[src/scbf_pkg.sv]
// Constants shared by the servo command block framer
package scbf_pkg;
  // ****************************************************************
  // APB register byte offsets
  // ****************************************************************
  localparam logic [11:0] ADDR_CTRL = 12'h000;
  localparam logic [11:0] ADDR_SUPP = 12'h004;
  localparam logic [11:0] ADDR_STATUS = 12'h008;
  localparam logic [11:0] ADDR_MASK = 12'h00c;
  localparam logic [11:0] ADDR_FIELDS = 12'h010;
  localparam logic [11:0] ADDR_ARG0 = 12'h014;
  localparam logic [11:0] ADDR_ARG1 = 12'h018;
  localparam logic [11:0] ADDR_ARG2 = 12'h01c;

  // ****************************************************************
  // Control register fields and reset values
  // ****************************************************************
  localparam int CTRL_NODE_LSB = 0;
  localparam int CTRL_WIDE_BIT = 5;
  localparam int CTRL_SYNC_BIT = 6;
  localparam int CTRL_SLOT_LSB = 8;
  localparam logic [4:0] NODE_RESET = 5'h00;
  localparam logic [4:0] SLOT_RESET = 5'h00;
  // Cyclic codes one to four accepted after reset
  localparam logic [7:0] SUPP_RESET = 8'h1e;

  // ****************************************************************
  // Status and mask bit positions
  // ****************************************************************
  localparam int ST_BLOCK = 0;
  localparam int ST_FRAME = 1;
  localparam int ST_CYCLIC = 2;
  localparam int ST_WIDTH = 3;

  // ****************************************************************
  // Shared memory and block layout
  // ****************************************************************
  localparam int MEM_AW = 9;
  localparam int SLOT_SHIFT = 4;
  localparam logic [5:0] LEN_NARROW = 6'h10;
  localparam logic [5:0] LEN_WIDE = 6'h20;
  localparam int BLK_BYTES = 32;
  localparam int BYTE_HDR = 0;
  localparam int BYTE_CODE = 1;
  localparam int BYTE_ARG0 = 4;
  localparam int BYTE_ARG1 = 8;
  localparam int BYTE_ARG2 = 12;
  localparam int BYTE_TMG = 16;

  // ****************************************************************
  // Header and command code fields
  // ****************************************************************
  localparam int HDR_CR_BIT = 7;
  localparam int HDR_NODE_MSB = 4;
  localparam int HDR_UPD_MSB = 6;
  localparam int HDR_UPD_LSB = 5;
  localparam int CODE_CYC_MSB = 6;
  localparam int CODE_CYC_LSB = 4;
  localparam int CODE_NCY_MSB = 3;
  localparam logic [2:0] CYC_NOP = 3'h0;
endpackage

[src/scbf_framer.sv]
// Command data block framer for one servo axis, with APB registers
//
// The register offsets and the APB interface to the registers are this design's own decisions.
`timescale 1ns/1ps

// Overview of operation
// - Slot chosen by connection order, not node
// - Wide mode takes two adjacent sixteen-byte slots
// - Multibyte fields are little endian
// - Bytes four to fifteen decoded from code
// - Code byte splits into cyclic, non-cyclic
// - Cyclic code bits 6:4 selects bytes 4-7
// - Non-cyclic bits 3:0 selects bytes 8-15
// - Unsupported cyclic code raises second alarm
// - First argument follows cyclic code
// - Second, third arguments follow non-cyclic code
// - Timing count used only in full sync with wide mode
// - Nonzero command/response flag raises first alarm
// - Node address mismatch raises first alarm
module scbf_framer
(
  input wire logic pclk,
  input wire logic presetn,
  input wire logic [11:0] paddr,
  input wire logic psel,
  input wire logic penable,
  input wire logic pwrite,
  input wire logic [31:0] pwdata,
  output logic [31:0] prdata,
  output logic pready,
  output logic pslverr,
  input wire logic mem_wr,
  input wire logic [scbf_pkg::MEM_AW-1:0] mem_addr,
  input wire logic [7:0] mem_data,
  output logic blk_strobe,
  output logic [2:0] cyclic_code,
  output logic [3:0] noncyclic_code,
  output logic [1:0] update_counter,
  output logic [31:0] cyclic_argument,
  output logic [31:0] noncyclic_argument_a,
  output logic [31:0] noncyclic_argument_b,
  output logic [7:0] sync_timing_count,
  output logic alarm_frame,
  output logic alarm_cyclic,
  output logic irq
);
  import scbf_pkg::*;

  logic [4:0] node_address;
  logic wide_mode;
  logic full_sync;
  logic [4:0] slot;
  logic [7:0] supported;
  logic [ST_WIDTH-1:0] status;
  logic [ST_WIDTH-1:0] mask;
  logic [7:0] blk_buf [BLK_BYTES];
  logic blk_end;
  logic [MEM_AW-1:0] base;
  logic [MEM_AW-1:0] offset;
  logic [5:0] blk_len;
  logic hit;
  logic last_hit;
  logic [7:0] hdr;
  logic [7:0] code;
  logic [31:0] arg0_w;
  logic [31:0] arg1_w;
  logic [31:0] arg2_w;
  logic err_frame;
  logic err_cyclic;
  logic wr_en;
  logic [ST_WIDTH-1:0] next_status;
  logic [31:0] next_rdata;
  logic next_err;

  // Gathers four bytes, lowest byte first
  function automatic logic [31:0] le_word(input logic [7:0] b0,
    input logic [7:0] b1, input logic [7:0] b2, input logic [7:0] b3);
    le_word = {b3, b2, b1, b0};
  endfunction

  // ****************************************************************
  // Slot window in shared memory
  // ****************************************************************
  // slot base address
  assign base = MEM_AW'(slot) << SLOT_SHIFT;
  assign offset = mem_addr - base;
  assign blk_len = wide_mode ? LEN_WIDE : LEN_NARROW;
  // window spans one or two slots
  assign hit = mem_wr && (mem_addr >= base) &&
    (offset < {3'h0, blk_len});
  assign last_hit = hit && (offset == {3'h0, blk_len - 6'h01});

  // Byte capture into the block buffer
  always_ff @(posedge pclk or negedge presetn)
  begin
    if (!presetn)
    begin
      for (int i = 0; i < BLK_BYTES; i++)
        blk_buf[i] <= 8'h00;
    end
    else if (hit)
    begin
      blk_buf[offset[4:0]] <= mem_data;
    end
  end

  // Marks the cycle after the final byte lands
  always_ff @(posedge pclk or negedge presetn)
  begin
    if (!presetn)
      blk_end <= 1'b0;
    else
      blk_end <= last_hit;
  end

  // ****************************************************************
  // Block decode
  // ****************************************************************
  assign hdr = blk_buf[BYTE_HDR];
  assign code = blk_buf[BYTE_CODE];
  assign arg0_w = le_word(blk_buf[BYTE_ARG0], blk_buf[BYTE_ARG0+1],
    blk_buf[BYTE_ARG0+2], blk_buf[BYTE_ARG0+3]);
  assign arg1_w = le_word(blk_buf[BYTE_ARG1], blk_buf[BYTE_ARG1+1],
    blk_buf[BYTE_ARG1+2], blk_buf[BYTE_ARG1+3]);
  assign arg2_w = le_word(blk_buf[BYTE_ARG2], blk_buf[BYTE_ARG2+1],
    blk_buf[BYTE_ARG2+2], blk_buf[BYTE_ARG2+3]);
  assign err_frame = hdr[HDR_CR_BIT] ||
    (hdr[HDR_NODE_MSB:0] != node_address);
  assign err_cyclic = !supported[code[CODE_CYC_MSB:CODE_CYC_LSB]];

  always_ff @(posedge pclk or negedge presetn)
  begin
    if (!presetn)
    begin
      cyclic_code <= CYC_NOP;
      noncyclic_code <= 4'h0;
      update_counter <= 2'h0;
      cyclic_argument <= 32'h0;
      noncyclic_argument_a <= 32'h0;
      noncyclic_argument_b <= 32'h0;
      sync_timing_count <= 8'h00;
    end
    else if (blk_end)
    begin
      cyclic_code <= code[CODE_CYC_MSB:CODE_CYC_LSB];
      noncyclic_code <= code[CODE_NCY_MSB:0];
      update_counter <= hdr[HDR_UPD_MSB:HDR_UPD_LSB];
      cyclic_argument <= arg0_w;
      noncyclic_argument_a <= arg1_w;
      noncyclic_argument_b <= arg2_w;
      // timing count only in full sync with wide mode
      sync_timing_count <= (full_sync && wide_mode) ?
        blk_buf[BYTE_TMG] : 8'h00;
    end
  end

  // Per-block pulses
  always_ff @(posedge pclk or negedge presetn)
  begin
    if (!presetn)
    begin
      blk_strobe <= 1'b0;
      alarm_frame <= 1'b0;
      alarm_cyclic <= 1'b0;
    end
    else
    begin
      blk_strobe <= blk_end;
      alarm_frame <= blk_end && err_frame;
      alarm_cyclic <= blk_end && err_cyclic;
    end
  end

  // ****************************************************************
  // APB slave
  // ****************************************************************
  assign wr_en = psel && penable && pwrite && pready;

  // Read data and error chosen during setup
  always_comb
  begin
    next_rdata = 32'h0;
    next_err = 1'b0;
    case (paddr)
      ADDR_CTRL: next_rdata = {19'h0, slot, 1'b0, full_sync, wide_mode,
        node_address};
      ADDR_SUPP: next_rdata = {24'h0, supported};
      ADDR_STATUS: next_rdata = {29'h0, status};
      ADDR_MASK: next_rdata = {29'h0, mask};
      ADDR_FIELDS: next_rdata = {16'h0, code, hdr};
      ADDR_ARG0: next_rdata = cyclic_argument;
      ADDR_ARG1: next_rdata = noncyclic_argument_a;
      ADDR_ARG2: next_rdata = noncyclic_argument_b;
      default: next_err = 1'b1;
    endcase
  end

  // No wait state: answer in the first access cycle
  always_ff @(posedge pclk or negedge presetn)
  begin
    if (!presetn)
    begin
      pready <= 1'b0;
      pslverr <= 1'b0;
      prdata <= 32'h0;
    end
    else
    begin
      pready <= psel && !penable;
      pslverr <= psel && !penable && next_err;
      prdata <= (psel && !penable && !pwrite) ? next_rdata : 32'h0;
    end
  end

  // Configuration registers
  always_ff @(posedge pclk or negedge presetn)
  begin
    if (!presetn)
    begin
      node_address <= NODE_RESET;
      wide_mode <= 1'b0;
      full_sync <= 1'b0;
      slot <= SLOT_RESET;
      supported <= SUPP_RESET;
      mask <= '0;
    end
    else if (wr_en)
    begin
      if (paddr == ADDR_CTRL)
      begin
        node_address <= pwdata[CTRL_NODE_LSB +: 5];
        wide_mode <= pwdata[CTRL_WIDE_BIT];
        full_sync <= pwdata[CTRL_SYNC_BIT];
        slot <= pwdata[CTRL_SLOT_LSB +: 5];
      end
      if (paddr == ADDR_SUPP)
        supported <= pwdata[7:0];
      if (paddr == ADDR_MASK)
        mask <= pwdata[ST_WIDTH-1:0];
    end
  end

  // Sticky status, write one to clear, set wins
  always_comb
  begin
    next_status = status;
    if (wr_en && paddr == ADDR_STATUS)
      next_status = status & ~pwdata[ST_WIDTH-1:0];
    next_status[ST_BLOCK] = next_status[ST_BLOCK] | blk_end;
    next_status[ST_FRAME] = next_status[ST_FRAME] | (blk_end && err_frame);
    next_status[ST_CYCLIC] = next_status[ST_CYCLIC] |
      (blk_end && err_cyclic);
  end

  // Status and interrupt flops
  always_ff @(posedge pclk or negedge presetn)
  begin
    if (!presetn)
    begin
      status <= '0;
      irq <= 1'b0;
    end
    else
    begin
      status <= next_status;
      irq <= |(status & mask);
    end
  end
endmodule

[config.mk]
export PLATFORM = sky130hd
export DESIGN_NAME = scbf_framer
export DESIGN_NICKNAME = d
export VERILOG_FILES = /design/src/scbf_pkg.sv /design/src/scbf_framer.sv
export SDC_FILE = /design/constraint.sdc
export NUM_CORES = 1
export LEC_CHECK = 0
export BUFFER_PORTS_ARGS = -buffer_cell sky130_fd_sc_hd__buf_4
export CORE_MARGIN = 3
export CORE_UTILIZATION = 35
export DETAILED_ROUTE_END_ITERATION = 10
export PLACE_DENSITY_LB_ADDON = 0.2
export RECOVER_POWER = 100
export SETUP_SLACK_MARGIN = 0.5
export SLEW_MARGIN = 10
export SYNTH_ARGS = -nofsm -noshare
export SYNTH_HDL_FRONTEND = slang
export SYNTH_SLANG_ARGS = --single-unit
[constraint.sdc]
create_clock -name pclk -period 2.7 [get_ports pclk]
set_input_delay 0 -clock pclk [delete_from_list [all_inputs] [get_ports pclk]]
set_output_delay 0 -clock pclk [all_outputs]
set_load 0.02 [all_outputs]
# Yosys cells after proc, flatten, opt, wreduce, memory -nomap -nowiden
# Index checks and enable logic that the tools add are counted.
[totals]
input_bits = 67
register_bits = 434
elab_cells = 112
[classes]
bitwise_logic = 7
n_eq_ne = 9
reduce_logical = 24
addsub = 2
n_lt_le_gt_ge = 5
mux = 11
[op_table]
columns = ["op", "n"]
rows = [
  ["bitwise mux 256 bit", 1],
  ["case mux 32 bit (8 select lines)", 1],
  ["equality test 12 x 5 -> 1 bit, second input constant", 4],
  ["demux 8 bit (select 5 bit)", 1],
  ["two-way mux 32 bit", 1],
  ["equality test 12 x 4 -> 1 bit, second input constant", 2],
  ["two-way mux 8 bit", 2],
  ["logical AND 1 bit", 14],
  ["equality test 12 x 3 -> 1 bit, second input constant", 1],
  ["logical NOT 12 bit", 1],
  ["equality test 9 x 6 -> 1 bit", 1],
  [">= comparator 9 bit", 1],
  ["< comparator 9 x 6 -> 1 bit", 1],
  ["subtractor 9 bit", 1],
  ["OR reduction 8 bit", 1],
  ["bitwise AND 3 bit", 2],
  [">= comparator 6 bit, second input constant", 1],
  ["< comparator 6 x 1 -> 1 bit, second input constant", 1],
  ["two-way mux 6 bit", 1],
  ["inverter 5 -> 6 bit", 1],
  ["AND reduction 2 bit", 3],
  ["subtractor 6 x 1 -> 6 bit, second input constant", 1],
  ["!= test 5 bit", 1],
  ["< comparator 3 x 4 -> 1 bit, second input constant", 1],
  ["8 further kinds", 13],
]

# Logic depth before layout (Yosys ltp)
[depth]
word_depth = 7
mapped_depth = 11
mapped_depth_nobuf = 10

# Least setup slack after synthesis
# Ideal clock, no wire load.
[synth_path]
path_kind = "register -> register"
start = "register slot[0]"
end = "register blk_buf, in the netlist arg1_w[10]"
required_time_ps = 2575
setup_time_ps = 125
setup_slack_ps = 135
period_less_slack_ps = 2565
stages_incl_launch_ff = 11
arrival_time_ps = 2440
path_cell_list = "dfrtp_1 > ha_1 > inv_1 > fa_1 > ha_1 > nand2b_1 > nand4b_1 > a21oi_4 > and4_1 > buf_2 > mux2_2"
[synth_via]
elab_chain_len = 7
[synth_rtl]
columns = ["item", "line", "source"]
rows = [
  ["from (decl)", "scbf_framer.sv:52", "logic [4:0] slot;"],
  ["from (signal assigned)", "scbf_framer.sv:234", "slot <= pwdata[CTRL_SLOT_LSB +: 5];"],
  ["subtractor 9 bit", "scbf_framer.sv:86", "assign offset = mem_addr - base;"],
  ["inverter 5 -> 6 bit (not written as such)", "scbf_framer.sv:103", "blk_buf[offset[4:0]] <= mem_data;"],
  [">= comparator 6 bit (not written as such) or < comparator 6 x 1 -> 1 bit (tied branches)", "scbf_framer.sv:103", ""],
  ["logical AND 1 bit (not written as such)", "scbf_framer.sv:103", ""],
  ["two-way mux 8 bit (not written as such)", "scbf_framer.sv:103", ""],
  ["demux 8 bit (select 5 bit)", "scbf_framer.sv:103", ""],
  ["bitwise mux 256 bit", "scbf_framer.sv:103", ""],
  ["to (signal, indexed assignment)", "scbf_framer.sv:103", ""],
  ["to (decl)", "scbf_framer.sv:56", "logic [7:0] blk_buf [BLK_BYTES];"],
]
# Parallel ways exist; a longest one is shown, timed or not.
# A chain may end at the register's enable or synchronous reset.

# Worst setup path after layout
[layout_path]
start = "register slot[0]"
end = "register blk_buf, in the netlist arg1_w[16]"
# The elaborated chain is that of the path after synthesis.

==> results.txt <==
----------------------------------------------------
[Timing]
  Top achievable clock speed ... 374 MHz
  Ratio of final minimum period to clock period ... 0.990
  Post-Route Skew ... 0.0147 ns
  Post-Route Setup TNS ... 0 ns
  Slew @ Worst Pin ... 1.70 ns
  Fin. Hold Viols ... 0
  Clock period minus worst slack ... 2.67 ns
  Final-report setup violation count ... 0
  Slew headroom ... -0.136
  Pins over their slew limit ... 167
  Setup repair after global routing missed its margin ... true

[Yosys]
  Post-Syn Instances ... 864
  Avg Inst Size Synth ... 14.4 um^2
  Net Count, Synth ... 939
  Count of unique library cells instantiated by Yosys ... 57
  Register area share after synthesis ... 0.598
  Number of enable-type register cells in the synthesized netlist ... 0
  Top post-synthesis cells by area ... dfrtp_1 59%, mux2_2 22%, a222oi_1 1.6%, nand4_4 1.5%, mux2i_1 1.4%
  Ys async rst share ... 1.00
  Netlist Area Pre-Place ... 12500 um^2
  Proportion of netlist area held by the largest area contributor ... 0.589
  Post-synthesis sequential element count ... 298
  Cell type with the largest total area after synthesis ... dfrtp_1
  Leading register cell type out of synthesis ... dfrtp_1
  Warnings, synthesis ... 0

[Clock tree]
  Buffers from clock root to sink, at most ... 3
  Clock Tree Root ... clkbuf_16
  TritonCTS clock tree ... done
  H-tree depth ... 2
  Count of buffers added by post-CTS timing repair for setup ... 0
  Clock buffers created by TritonCTS ... 34
  Clock-pin slew of the registers on the worst-case setup and hold paths ... 0.06 ns
  Clock latency at the later pin of the worst-skew pair ... 0.51 ns
  Number of clock sinks seen by CTS ... 298

[Setup path]
  Reg2Reg Depth ... 10
  Path type of the worst setup path ... reg -> reg
  Sort of element at the start of the critical path ... register
  Required time of the worst setup path ... 3.08 ns
  Bufs and invs on worst path ... 2
  Reg-to-Reg End ... arg1_w[16]
  Maximum net fanout on the critical path ... 11
  Crit path DAT ... 3.05 ns
  FF-to-FF Start ... slot[0]
  Category of cells accounting for the largest share of critical-path delay ... adder cells
  Critical path, cell by cell ... ha_2, inv_2, fa_1, ha_1, nand2b_1, nand4b_1, a21oi_4, buf_12, nand4_4, mux2_4
  Nature of the critical path endpoint ... register
  Setup slack, reg-to-reg ... 0.03 ns
  CP max stage cell ... fa_1
  Slowest stage delay, CP ... 0.42 ns

[Floorplanning]
  Site Rows ... 68
  Die Wd ... 195 um
  Vertical extent of the die ... 195 um
  Die Outline Area ... 38000 um^2
  Area inside the core boundary ... 34900 um^2
  Starting density of the core ... 0.358
  Top Ports ... 218

[GRT]
  Vias in the first global route ... 8403
  Largest net degree at the start of global routing ... 90
  Global-route wire length before repair ... 53.7 mm
  Remaining Overflow, GRT ... 0
  Overall routing resource usage ... 0.182
  Initial antenna violation count ... 0

[Pwr]
  Pleak ... 7.43 nW
  Internal cell power ... 7.45 mW
  Peak supply drop ... 0.341 mV
  Clock share of power ... 0.489
  Comb pwr share ... 0.040
  Register share of total power ... 0.472
  PD cells ... 611 nW/um^2
  Reported net switching power ... 2.06 mW
  Switching Share ... 0.217
  Post-layout total power ... 9.50 mW

[Finish]
  Proportion of layout cells with a drive suffix above 1 ... 0.358
  Most used cells in the layout excluding fill and tap cells ... 293 x dfrtp_1, 207 x mux2_2, 161 x clkbuf_1, 53 x buf_4, 42 x nor2_1
  Count of inserted antenna diode cells ... 0
  Layout Cell Area excl Fill ... 15600 um^2
  P&R area growth vs syn ... 24.7%
  Most common cell after layout, fill and taps aside ... dfrtp_1
  Nets ... 1179

[Hold path]
  Hold WC Path Type ... in -> async

[Placed design]
  Detailed placer's ending HPWL ... 23.6 mm
  Global placement routability congestion ... 0.800
  Area after detailed placement ... 14800 um^2
  Number of buffers added on ports ... 198

[Detailed routing]
  Detailed Route Iter0 Violations ... 453
  Number of design rule violations left after detail routing ... 0
  Mean number of vias per cell ... 5.11
  Count of TritonRoute iterations in the first routing pass ... 6
  Routed length per instance ... 21.9 um
  Post-Route WL ... 34.6 mm
  Vias ... 8081
  Antenna viol nets, final ... 0

[Status]
  Violated checks ... capacitance limit, slew limit
  Outcome ... complete, but fails checks

[Job]
  Max-capacitance violation count ... 3

----------------------------------------------------
## per-layer routing
layer,up-vias,wire [um],share of wire,track usage
met1,4169,16000,0.46,0.260
met5,-,0,0,0
li1,3638,-,-,-
met2,223,16000,0.46,0.285
met3,51,1920,0.055,0.0385
met4,0,629,0.018,0.0417
## final cells by class
class / instances / area (um^2)
Fill cell: 3324 / 19300
Sequential cell: 298 / 7460
Multi-Input combinational cell: 498 / 4860
Timing Repair Buffer: 254 / 1460
Clock buffer: 48 / 1030
Tap cell: 455 / 569
Clock inverter: 11 / 114
Inverter: 18 / 67.6
## worst reg2reg max path: stages (launching register included)
cell      delay [ns]
dfrtp_1         0.38
ha_2            0.18
inv_2           0.05
fa_1            0.42
ha_1            0.30
nand2b_1        0.07
nand4b_1        0.13
a21oi_4         0.23
buf_12          0.21
nand4_4         0.21
mux2_4          0.36
## cell usage after synthesis, types with 9 or more instances
cell        n
nand4_4     9
dfrtp_1   294
mux2_2    240
nor2_1     42
inv_1      18
clkbuf_1   33
nor3_1      9
mux2i_1    17
buf_2      13
a222oi_1   20
nand2_1    28
a22oi_1    14
o22ai_1    16
## registers in the layout (all words and copies together) (netlist names), 32 cells and up
register and cells:
arg1_w 32, noncyclic_argument_a 32, noncyclic_argument_b 32, arg0_w 32
cyclic_argument 32, prdata 32, arg2_w 32
## worst max path at each step
stage             from          to  depth (start not counted)
4_1_cts        slot[0]  arg1_w[16]                         10
5_1_grt        slot[0]   arg1_w[4]                         11
3_3_place_gp   slot[0]  arg1_w[18]                         10
2_1_floorplan  slot[0]  arg1_w[17]                         10
6_report       slot[0]  arg1_w[16]                         10
3_5_place_dp   slot[0]  arg1_w[16]                         10
## stage by stage
step                utilization  hold slack (ns)  std cells  worst slack, ns
floorplan                     -           -0.296        864            0.175
global placement          0.424           0.0809       1496           0.0600
detailed placement        0.424           0.0858       1496           0.0218
CTS                       0.465           0.0477       1582           0.0258
global route              0.446           0.0966       1582           -0.141
finish                    0.446           0.0741       1582           0.0280
## what timing repair did
item	CTS	global route
endpoints found under the hold margin	186	0
pin swaps	3	1
hold buffers	27	0
endpoints found under the setup margin	120	120
resized for setup	3	3
## kinds of logic (layout without fill, tap and decap cells)
| kind of cell | Yosys count | after routing | synth area share |
|---|---|---|---|
| AO/OA/AOI/OAI | 80 | 80 | 0.0485 |
| XOR/XNOR | 7 | 7 | 0.00491 |
| adder cells (fa/ha/maj) | 8 | 8 | 0.00862 |
| buffers and inverters | 68 | 331 | 0.0240 |
| flip-flops | 298 | 298 | 0.598 |
| multiplexers | 269 | 269 | 0.247 |
| AND/OR/NAND/NOR | 134 | 134 | 0.0693 |
## power groups by stage
stage	Clock [mW]	Combinational [mW]	Sequential [mW]
5_1_grt	4.98	0.418	4.48
3_5_place_dp	0	0.369	4.56
2_1_floorplan	0	0.123	4.56
6_report	4.64	0.376	4.48
3_3_place_gp	0	0.366	4.56
4_1_cts	4.79	0.400	4.48
No activity file was read; power rests on OpenSTA's default activity.
